### config.mk
export PLATFORM = sky130hd
export DESIGN_NAME = arith_element_decode_ctrl
export DESIGN_NICKNAME = d
export VERILOG_FILES = /design/src/arith_elem_pkg.sv /design/src/arith_element_decode_ctrl.sv
export SDC_FILE = /design/constraint.sdc
export NUM_CORES = 1
export LEC_CHECK = 0
export ABC_AREA = 1
export BUFFER_PORTS_ARGS = -buffer_cell sky130_fd_sc_hd__buf_2
export CORE_MARGIN = 2
export CORE_UTILIZATION = 51
export DETAILED_ROUTE_END_ITERATION = 10
export PLACE_DENSITY = 0.81
export SLEW_MARGIN = 20
export SYNTH_ARGS = -nofsm -noshare
export SYNTH_HDL_FRONTEND = slang
export SYNTH_SLANG_ARGS = --single-unit
### constraint.sdc
create_clock -name ref_clk -period 2.7 [get_ports ref_clk]
set_input_delay 0.27 -clock ref_clk [delete_from_list [all_inputs] [get_ports ref_clk]]
set_output_delay 0.27 -clock ref_clk [all_outputs]
set_load 0.03 [all_outputs]
### src/arith_elem_pkg.sv
// shared constants and types for the arithmetic extension decode block
package arith_elem_pkg;

  // ----------------------------------------------------------------
  // timing
  // ----------------------------------------------------------------
  localparam int CLK_PERIOD_NS  = 10;
  localparam int STEP_PERIOD_NS = 350;
  localparam int STEP_CYC       = STEP_PERIOD_NS / CLK_PERIOD_NS;
  localparam int MIN_OP_TIME_NS = 7800;
  localparam int MIN_OP_CYC     = (MIN_OP_TIME_NS + CLK_PERIOD_NS - 1) / CLK_PERIOD_NS;

  // ----------------------------------------------------------------
  // register map, byte addresses
  // ----------------------------------------------------------------
  localparam logic [3:0] ADR_CTRL   = 4'h0;
  localparam logic [3:0] ADR_STATUS = 4'h4;
  localparam logic [3:0] ADR_MQ     = 4'h8;
  localparam logic [3:0] ADR_SC     = 4'hC;

  // ----------------------------------------------------------------
  // field positions and reset values
  // ----------------------------------------------------------------
  localparam int   CTRL_EN_BIT   = 0;
  localparam logic CTRL_EN_RST   = 1'h1;
  localparam int   STAT_HOLD_BIT = 0;
  localparam int   STAT_RUN_BIT  = 1;
  localparam int   STAT_DONE_BIT = 2;
  localparam int   STAT_OP_LSB   = 4;

  localparam logic [11:0] MQ_RST          = 12'h000;
  localparam logic [4:0]  SC_RST          = 5'h00;
  localparam logic [4:0]  SC_FULL         = 5'h1F;
  localparam logic [4:0]  SC_MULDIV_STEPS = 5'h0C;

  // ----------------------------------------------------------------
  // operation codes held in the 3-bit op register
  // ----------------------------------------------------------------
  typedef enum logic [2:0] {
    OP_NONE       = 3'b000,
    OP_NORMALIZE  = 3'b001,
    OP_MULTIPLY   = 3'b010,
    OP_ARITH_SHR  = 3'b011,
    OP_STEP_LOAD  = 3'b100,
    OP_SHIFT_LEFT = 3'b101,
    OP_DIVIDE     = 3'b110,
    OP_LOGIC_SHR  = 3'b111
  } arith_op_e;

  // ----------------------------------------------------------------
  // operation sequencer
  // ----------------------------------------------------------------
  typedef enum logic [1:0] {
    ST_IDLE      = 2'b00,
    ST_WAIT_EXEC = 2'b01,
    ST_RUN       = 2'b10,
    ST_FINISH    = 2'b11
  } seq_e;

endpackage

### src/arith_element_decode_ctrl.sv
// decode, register load and pause control for the arithmetic extension
// Contract
// - extension word needs buffer bits 00..03 and 11 all ones
// - register-load: some bit 04..07 set, 08..10 clear; step load also
// - arithmetic op: 04..07 clear, some 08..10 set; two cycles except normalize (one), pause
// - several non-conflicting micro-operations in one word execute together
// - all ops except normalize use an execute cycle for the operand
// - hold processor during an arithmetic op, at least 7.8 us
// - finish sets done flag, which sets time state four, ending hold
// - op register loads bits 08,09,10 into bits 0,1,2 at fetch pulse
// - instruction strobe needs fetch, operate, bits 03 and 11; gated by pulse
// - 12-bit multiplier-quotient register shifts both ways, extends accumulator
// - multiply/divide leave product low half or quotient in mq
// - step counter takes complement of bits 07..11 or clears per op
// - step counter counts shifts and stops shifting when done
// - transfers run in fetch: sequence one, pulse three, then after
// - clear_acc clears accumulator in sequence one, combinable with loads
// - buffer bit 04 inhibits accumulator gate, zeroing the load
// - accumulator load strobe on pulse three of every operate fetch
// - clear_acc_and_mq also clears mq at pulse three
// - mq_to_acc ors mq into accumulator at pulse three
// - acc_to_mq copies accumulator into mq and clears accumulator
// - stepcount_to_acc ors step counter into accumulator
module arith_element_decode_ctrl (
  // clock and reset
  input  wire logic        ref_clk,
  input  wire logic        rst_b,
  // processor timing and instruction word
  input  wire logic        fetch_state,
  input  wire logic        execute_state,
  input  wire logic        operate_class,
  input  wire logic        operate_phase_two,
  input  wire logic        time_pulse_three,
  input  wire logic [0:11] memory_buffer_bits,
  input  wire logic [0:11] accumulator,
  // result of the external multiply/divide datapath
  input  wire logic [0:11] muldiv_mq_result,
  // accumulator load path
  output logic             acc_load_strobe,
  output logic             acc_gate_enable,
  output logic [0:11]      acc_load_data,
  // processor pause control
  output logic             processor_hold,
  output logic             time_state_four_set,
  output logic             arith_done_flag,
  // extension registers
  output logic [2:0]       arith_op_code,
  output logic [0:11]      multiplier_quotient,
  output logic [4:0]       step_counter,
  // wishbone slave
  input  wire logic        wb_cyc_i,
  input  wire logic        wb_stb_i,
  input  wire logic        wb_we_i,
  input  wire logic [3:0]  wb_adr_i,
  input  wire logic [3:0]  wb_sel_i,
  input  wire logic [31:0] wb_dat_i,
  output logic [31:0]      wb_dat_o,
  output logic             wb_ack_o
);

  // ----------------------------------------------------------------
  // reset release
  // ----------------------------------------------------------------
  logic rst_meta_b;
  logic rst_sync_b;

  always_ff @(posedge ref_clk or negedge rst_b) begin
    if (!rst_b) begin
      rst_meta_b <= 1'h0;
      rst_sync_b <= 1'h0;
    end else begin
      rst_meta_b <= 1'h1;
      rst_sync_b <= rst_meta_b;
    end
  end

  // ----------------------------------------------------------------
  // declarations
  // ----------------------------------------------------------------
  logic                       ctrl_en_r;
  logic                       ack_r;
  logic [31:0]                dat_r;
  logic [31:0]                rd_data;
  logic                       acc_load_strobe_r;
  logic                       acc_gate_enable_r;
  logic [0:11]                acc_load_data_r;
  logic                       processor_hold_r;
  logic                       ts4_r;
  logic                       done_flag_r;
  arith_elem_pkg::arith_op_e  op_code_r;
  logic [0:11]                mq_r;
  logic [4:0]                 sc_r;
  arith_elem_pkg::seq_e       state_r;
  logic [5:0]                 div_r;
  logic [9:0]                 min_cnt_r;

  logic        ext_word;
  logic        ext_strobe;
  logic        ext_load;
  logic        tp3_fetch;
  logic        arith_cls;
  logic        regload_cls;
  logic [2:0]  mb_op;
  logic [4:0]  mb_count;
  logic        acc_to_mq_en;
  logic        gate_en;
  logic        mq_en;
  logic        sc_en;
  logic [0:11] acc_next;
  logic        step_tick;
  logic        steps_done;
  logic        min_done;
  logic        arith_start;
  logic        wb_req;
  logic        wb_wr;

  // ----------------------------------------------------------------
  // helpers
  // ----------------------------------------------------------------
  function automatic logic count_loaded(input arith_elem_pkg::arith_op_e op);
    count_loaded = (op == arith_elem_pkg::OP_ARITH_SHR) || (op == arith_elem_pkg::OP_LOGIC_SHR) ||
                   (op == arith_elem_pkg::OP_SHIFT_LEFT) || (op == arith_elem_pkg::OP_STEP_LOAD);
  endfunction

  function automatic logic [4:0] step_limit(input arith_elem_pkg::arith_op_e op);
    step_limit = count_loaded(op) ? arith_elem_pkg::SC_FULL : arith_elem_pkg::SC_MULDIV_STEPS;
  endfunction

  // ----------------------------------------------------------------
  // instruction decode
  // ----------------------------------------------------------------
  assign ext_word    = (&memory_buffer_bits[0:3]) & memory_buffer_bits[11];
  assign ext_strobe  = fetch_state & operate_class & memory_buffer_bits[3] &
                       memory_buffer_bits[11] & ctrl_en_r;
  assign ext_load    = ext_strobe & time_pulse_three;
  assign tp3_fetch   = time_pulse_three & fetch_state & operate_class;
  assign mb_op       = {memory_buffer_bits[10], memory_buffer_bits[9],
                        memory_buffer_bits[8]};
  assign mb_count    = memory_buffer_bits[7:11];
  assign regload_cls = ext_word & (((|memory_buffer_bits[4:7]) & ~(|memory_buffer_bits[8:10])) |
                       (mb_op == arith_elem_pkg::OP_STEP_LOAD));
  assign arith_cls   = ext_word & ~(|memory_buffer_bits[4:7]) & (|memory_buffer_bits[8:10]) &
                       (mb_op != arith_elem_pkg::OP_STEP_LOAD);

  // transfer enables, all live during operate phase two of the fetch
  assign acc_to_mq_en = operate_phase_two & memory_buffer_bits[11] &
                        memory_buffer_bits[7] & ~memory_buffer_bits[4];
  assign gate_en      = operate_phase_two & ~memory_buffer_bits[4] & ~acc_to_mq_en;
  assign mq_en        = operate_phase_two & memory_buffer_bits[5] &
                        memory_buffer_bits[11] & regload_cls;
  assign sc_en        = operate_phase_two & memory_buffer_bits[6] &
                        memory_buffer_bits[11] & regload_cls;

  // cleared gate is sequence one, or-ed sources are sequence two
  assign acc_next = (gate_en ? accumulator : 12'h000) |
                    (mq_en ? mq_r : 12'h000) |
                    (sc_en ? {7'h00, sc_r} : 12'h000);

  // ----------------------------------------------------------------
  // accumulator load outputs
  // ----------------------------------------------------------------
  always_ff @(posedge ref_clk or negedge rst_sync_b) begin
    if (!rst_sync_b) begin
      acc_load_strobe_r <= 1'h0;
      acc_gate_enable_r <= 1'h0;
      acc_load_data_r   <= 12'h000;
    end else begin
      acc_load_strobe_r <= tp3_fetch;
      if (tp3_fetch) begin
        acc_gate_enable_r <= gate_en;
        acc_load_data_r   <= acc_next;
      end
    end
  end

  // ----------------------------------------------------------------
  // op register
  // ----------------------------------------------------------------
  always_ff @(posedge ref_clk or negedge rst_sync_b) begin
    if (!rst_sync_b) begin
      op_code_r <= arith_elem_pkg::OP_NONE;
    end else if (ext_load) begin
      op_code_r <= arith_elem_pkg::arith_op_e'(mb_op);
    end
  end

  // ----------------------------------------------------------------
  // operation sequencer and pause
  // ----------------------------------------------------------------
  assign arith_start = ext_load & arith_cls & (state_r == arith_elem_pkg::ST_IDLE);
  assign step_tick   = (state_r == arith_elem_pkg::ST_RUN) &&
                       (div_r == 6'(arith_elem_pkg::STEP_CYC - 1));
  assign steps_done  = (sc_r == step_limit(op_code_r));
  assign min_done    = (min_cnt_r == 10'(arith_elem_pkg::MIN_OP_CYC));

  always_ff @(posedge ref_clk or negedge rst_sync_b) begin
    if (!rst_sync_b) begin
      state_r <= arith_elem_pkg::ST_IDLE;
    end else begin
      unique case (state_r)
        arith_elem_pkg::ST_IDLE: begin
          if (arith_start) begin
            if (mb_op == arith_elem_pkg::OP_NORMALIZE) begin
              state_r <= arith_elem_pkg::ST_RUN;
            end else begin
              state_r <= arith_elem_pkg::ST_WAIT_EXEC;
            end
          end
        end
        arith_elem_pkg::ST_WAIT_EXEC: begin
          if (execute_state & time_pulse_three) begin
            state_r <= arith_elem_pkg::ST_RUN;
          end
        end
        arith_elem_pkg::ST_RUN: begin
          if (steps_done & min_done) begin
            state_r <= arith_elem_pkg::ST_FINISH;
          end
        end
        arith_elem_pkg::ST_FINISH: begin
          state_r <= arith_elem_pkg::ST_IDLE;
        end
      endcase
    end
  end

  // step pacing and minimum duration
  always_ff @(posedge ref_clk or negedge rst_sync_b) begin
    if (!rst_sync_b) begin
      div_r     <= 6'h00;
      min_cnt_r <= 10'h000;
    end else if (state_r != arith_elem_pkg::ST_RUN) begin
      div_r     <= 6'h00;
      min_cnt_r <= 10'h000;
    end else begin
      div_r <= step_tick ? 6'h00 : div_r + 6'h01;
      if (!min_done) begin
        min_cnt_r <= min_cnt_r + 10'h001;
      end
    end
  end

  always_ff @(posedge ref_clk or negedge rst_sync_b) begin
    if (!rst_sync_b) begin
      processor_hold_r <= 1'h0;
    end else if (arith_start) begin
      processor_hold_r <= 1'h1;
    end else if (state_r == arith_elem_pkg::ST_FINISH) begin
      processor_hold_r <= 1'h0;
    end
  end

  always_ff @(posedge ref_clk or negedge rst_sync_b) begin
    if (!rst_sync_b) begin
      ts4_r       <= 1'h0;
      done_flag_r <= 1'h0;
    end else begin
      ts4_r <= (state_r == arith_elem_pkg::ST_RUN) & steps_done & min_done;
      if ((state_r == arith_elem_pkg::ST_RUN) & steps_done & min_done) begin
        done_flag_r <= 1'h1;
      end else if (ext_load) begin
        done_flag_r <= 1'h0;
      end
    end
  end

  // ----------------------------------------------------------------
  // multiplier-quotient register
  // ----------------------------------------------------------------
  always_ff @(posedge ref_clk or negedge rst_sync_b) begin
    if (!rst_sync_b) begin
      mq_r <= arith_elem_pkg::MQ_RST;
    end else if (ext_load & memory_buffer_bits[7] & regload_cls) begin
      mq_r <= acc_to_mq_en ? accumulator : arith_elem_pkg::MQ_RST;
    end else if (step_tick & ~steps_done) begin
      unique case (op_code_r)
        arith_elem_pkg::OP_SHIFT_LEFT: mq_r <= {mq_r[1:11], 1'h0};
        arith_elem_pkg::OP_ARITH_SHR,
        arith_elem_pkg::OP_LOGIC_SHR:  mq_r <= {accumulator[11], mq_r[0:10]};
        default:                       mq_r <= mq_r;
      endcase
    end else if ((state_r == arith_elem_pkg::ST_FINISH) &&
                 ((op_code_r == arith_elem_pkg::OP_MULTIPLY) ||
                  (op_code_r == arith_elem_pkg::OP_DIVIDE))) begin
      mq_r <= muldiv_mq_result;
    end else if (wb_wr && (wb_adr_i == arith_elem_pkg::ADR_MQ)) begin
      if (wb_sel_i[1]) begin
        mq_r[0:3] <= wb_dat_i[11:8];
      end
      if (wb_sel_i[0]) begin
        mq_r[4:11] <= wb_dat_i[7:0];
      end
    end
  end

  // ----------------------------------------------------------------
  // step counter
  // ----------------------------------------------------------------
  always_ff @(posedge ref_clk or negedge rst_sync_b) begin
    if (!rst_sync_b) begin
      sc_r <= arith_elem_pkg::SC_RST;
    end else if (ext_load && (mb_op != arith_elem_pkg::OP_NONE)) begin
      if (count_loaded(arith_elem_pkg::arith_op_e'(mb_op))) begin
        sc_r <= ~mb_count;
      end else begin
        sc_r <= arith_elem_pkg::SC_RST;
      end
    end else if (step_tick & ~steps_done) begin
      sc_r <= sc_r + 5'h01;
    end
  end

  // ----------------------------------------------------------------
  // wishbone slave
  // ----------------------------------------------------------------
  assign wb_req = wb_cyc_i & wb_stb_i;
  assign wb_wr  = wb_req & ack_r & wb_we_i;

  always_comb begin
    rd_data = 32'h0000_0000;
    unique case (wb_adr_i)
      arith_elem_pkg::ADR_CTRL:   rd_data[arith_elem_pkg::CTRL_EN_BIT] = ctrl_en_r;
      arith_elem_pkg::ADR_STATUS: begin
        rd_data[arith_elem_pkg::STAT_HOLD_BIT] = processor_hold_r;
        rd_data[arith_elem_pkg::STAT_RUN_BIT]  = (state_r == arith_elem_pkg::ST_RUN);
        rd_data[arith_elem_pkg::STAT_DONE_BIT] = done_flag_r;
        rd_data[arith_elem_pkg::STAT_OP_LSB +: 3] = op_code_r;
      end
      arith_elem_pkg::ADR_MQ:     rd_data[11:0] = mq_r;
      arith_elem_pkg::ADR_SC:     rd_data[4:0]  = sc_r;
      default:                    rd_data = 32'h0000_0000;
    endcase
  end

  always_ff @(posedge ref_clk or negedge rst_sync_b) begin
    if (!rst_sync_b) begin
      ack_r <= 1'h0;
      dat_r <= 32'h0000_0000;
    end else begin
      ack_r <= wb_req & ~ack_r;
      if (wb_req & ~ack_r) begin
        dat_r <= rd_data;
      end
    end
  end

  always_ff @(posedge ref_clk or negedge rst_sync_b) begin
    if (!rst_sync_b) begin
      ctrl_en_r <= arith_elem_pkg::CTRL_EN_RST;
    end else if (wb_wr && (wb_adr_i == arith_elem_pkg::ADR_CTRL) && wb_sel_i[0]) begin
      ctrl_en_r <= wb_dat_i[arith_elem_pkg::CTRL_EN_BIT];
    end
  end

  // ----------------------------------------------------------------
  // outputs
  // ----------------------------------------------------------------
  assign acc_load_strobe     = acc_load_strobe_r;
  assign acc_gate_enable     = acc_gate_enable_r;
  assign acc_load_data       = acc_load_data_r;
  assign processor_hold      = processor_hold_r;
  assign time_state_four_set = ts4_r;
  assign arith_done_flag     = done_flag_r;
  assign arith_op_code       = op_code_r;
  assign multiplier_quotient = mq_r;
  assign step_counter        = sc_r;
  assign wb_dat_o            = dat_r;
  assign wb_ack_o            = ack_r;

  // ----------------------------------------------------------------
  // checks
  // ----------------------------------------------------------------
  localparam int HOLD_MIN = arith_elem_pkg::MIN_OP_CYC;
  logic [11:0] hold_cnt_r;

  always_ff @(posedge ref_clk or negedge rst_sync_b) begin
    if (!rst_sync_b) begin
      hold_cnt_r <= 12'h000;
    end else if (!processor_hold_r) begin
      hold_cnt_r <= 12'h000;
    end else if (hold_cnt_r != 12'hFFF) begin
      hold_cnt_r <= hold_cnt_r + 12'h001;
    end
  end
endmodule // arith_element_decode_ctrl

==> flow_summary.ini <==
[outcome]
outcome = finished clean

[timing]
post-route-min-period_ps = 2280
finalCritPeriodShare = 0.843
whs_ps = 164
fmax_mhz = 439
drv_slew = 0
worst_pin_slew_ps = 710
timing.setup.tns_ps = 0
clock_skew_ps = 11.9
setup-violations-final = 0
rsz0062_at_grt = false
slew_headroom = 0.527
hold_violations = 0

[synthesis]
seq_area_frac_synth = 0.401
synth_edf_count = 0
avgSynthCellArea_sq_um = 7.19
ys_seq_elements = 71
async_flop_share = 1.00
synth_flop_cell = dfrtp_1
synthDistinctLibCells = 38
ys_warn_count = 0
syn_inst = 617
netlist_area_sq_mm = 0.00444

[detailed_routing]
wl_met2_mm = 5.83
dr.max_layer_used = met4
wl_per_cell_um = 15.0
routed_wl_mm = 12.7
drtAntennaViolNets = 0
vias = 4516
drtPass1Iterations = 5
post-route-drc-count = 0
met1_length_mm = 5.35
drt_iter0_drc = 306
wl_met3_um = 847
vias_per_cell = 5.34

[floorplan]
die_width_um = 97.3
die_area_sq_mm = 0.00946
core-area_sq_mm = 0.00859
die_y_um = 97.3
initial_utilization = 0.516
ios = 156
num_rows = 34

[worst_setup_path]
cp_common_cell = nand2_1
worstReg2RegEnd = multiplier_quotient[6]$_DFFE_PN0P_
endpoint = multiplier_quotient[6]$_DFFE_PN0P_
crit_type = reg -> reg
crit_path_top_delay_cell = dfrtp_1
ff2ff_setup_slack_ps = 420
max_stage_delay_ps = 520
cp-start-kind = flop
cp.depth = 10
path_delay_family = simple AND/OR/NAND/NOR gates
reg2reg_depth = 10
crit_path_end_kind = flop
crit_path_start = arith_op_code[1]$_DFFE_PN0P_
r2r-start = arith_op_code[1]$_DFFE_PN0P_
path_cells = nand2_2 -> nand2_1 -> nand2_2 -> nand3_4 -> nand2_4 -> inv_1 -> nand3_1 -> nand3_2 -> nand2_1 -> nand2_1
cp.buffers_inverters = 1
crit_required_ps = 2930
worstPathMaxFanout = 22
cp.arrival_ps = 2510

[final_layout]
area_growth_pct = 19.1
diodes = 0
layout.nets = 828
final_cell_area_sq_mm = 0.00529
drive_gt1_frac = 0.220
fillers = 808

[grt]
antenna_found_initial = 0
grt_pass1_vias = 4432
grt_overflow = 0
grt_pass1_wl_mm = 21.0
grt_max_degree = 34
grt_util_all_layers = 0.274

[clock_tree]
cts_tree = done
post_cts_resized = 0
postCtsSetupBuffers = 0
cts_sinks = 71
cts_buffers = 9
holdBufCountCts = 1
cts.clk_slew.worst_paths_ps = 80
htreeDepth = 3
cts_root_buffer = clkbuf_8
clk_latency_ps = 350
cts.path.max_buffers = 2

[place]
dpl-instance-area_sq_mm = 0.00503
globalplace.congestion = 0.928
dp_hpwl_mm = 9.69
port_buffers = 113

[worst_hold_path]
hold_class = in -> reg
min_path_cells = 3

[power_and_ir_drop]
p_leak_nw = 2.83
vdd_drop_max_mv = 0.353
cellPowerDensity_mw_per_mm2 = 543

[flow_run]
maxCapViolations = 0
-- power breakdown --
group	switching (mW)	internal, mW
logic	0.406	0.195
clock network	0.414	0.641
registers	0.0746	1.14
total	0.895	1.98
-- kinds of logic after synthesis --
logic type      share of synthesized area
simple gates                        0.341
buf+inv                             0.114
compound gates                      0.101
flops                               0.401
fa+ha+maj                          0.0282
xor+xnor                           0.0138
other cells                       0.00169
-- cells in the mapped netlist, types with 6 or more instances --
cell      count  area share
buf_4        22       0.037
a21oi_1      11       0.012
inv_1        68       0.058
nand3_1      86       0.097
dfrtp_1      70        0.39
or2_1         7      0.0099
nand2_2       6      0.0085
ha_1         10       0.028
clkbuf_1      8      0.0068
xor2_1        6       0.012
o21ai_0      55       0.062
o22ai_1       6      0.0085
nor2_1       40       0.034
nand2_1     166        0.14
-- layer usage --
layer  vias to the layer above  global-route usage
met5                         -                   0
met3                        49              0.0547
met1                      2086               0.356
met2                       204               0.443
li1                       2177                   -
met4                         0               0.129
-- placed cells by master, fill, tap and decap left out, types with 3 or more instances in the layout --
| cell | instances |
|---|---|
| nand2_1 | 166 |
| buf_2 | 113 |
| nand3_1 | 86 |
| dfrtp_1 | 69 |
| inv_1 | 68 |
| o21ai_0 | 55 |
| nor2_1 | 40 |
| conb_1 | 21 |
| a21oi_1 | 11 |
| ha_1 | 10 |
| clkbuf_8 | 10 |
| or2_1 | 7 |
| xor2_1 | 6 |
| nand2_2 | 6 |
| o22ai_1 | 6 |
| buf_4 | 6 |
| nor3_1 | 5 |
| nor2_2 | 5 |
| nand3b_1 | 4 |
| o31ai_1 | 4 |
| or2_2 | 4 |
| clkinv_1 | 3 |
| inv_2 | 3 |
| nand4_1 | 3 |
| bufinv_16 | 3 |
-- sequential cells by signal, summed over array words and instances, names as in the netlist, 2 cells and up --
signal,count
state_r,2
step_counter,5
wb_dat_o,12
multiplier_quotient,12
acc_load_data,12
arith_op_code,3
min_cnt_r,10
div_r,6
-- metrics by stage --
step | setup WS (ps) | instances | util | power (mW)
finish | 423 | 845 | 0.615 | 2.87
global route | 239 | 845 | 0.615 | 3.03
CTS | 482 | 845 | 0.615 | 2.89
detailed placement | 556 | 828 | 0.585 | 1.83
global placement | 604 | 828 | 0.585 | 1.80
floorplan | 578 | 636 | - | 1.64
-- worst min-delay path: stages --
cell and delay (ps):
buf_2 90, nand2_1 50, nand3_1 60
-- how the worst min path moves through the flow --
stage / from / endpoint / slack [ps]
after floorplan: rst_b / rst_meta_b$_DFF_PN0_ / -30
after global placement: rst_b / rst_meta_b$_DFF_PN0_ / 60
after detailed placement: rst_b / rst_meta_b$_DFF_PN0_ / 60
after CTS: accumulator[3] / acc_load_data[3]$_DFFE_PN0P_ / 150
after global routing: accumulator[3] / acc_load_data[3]$_DFFE_PN0P_ / 160
final: accumulator[1] / acc_load_data[1]$_DFFE_PN0P_ / 160
-- area by class of cell --
class                      instances  area, sq um  area share
multi-input combinational        456         2230       0.421
sequential                        71         1780       0.336
timing repair buffer             120          621       0.117
inverter                          74          278      0.0525
clock buffer                      11          141      0.0267
tap                              108          135      0.0256
clock inverter                     5          106      0.0201
Power figures use the tool's default switching activity.
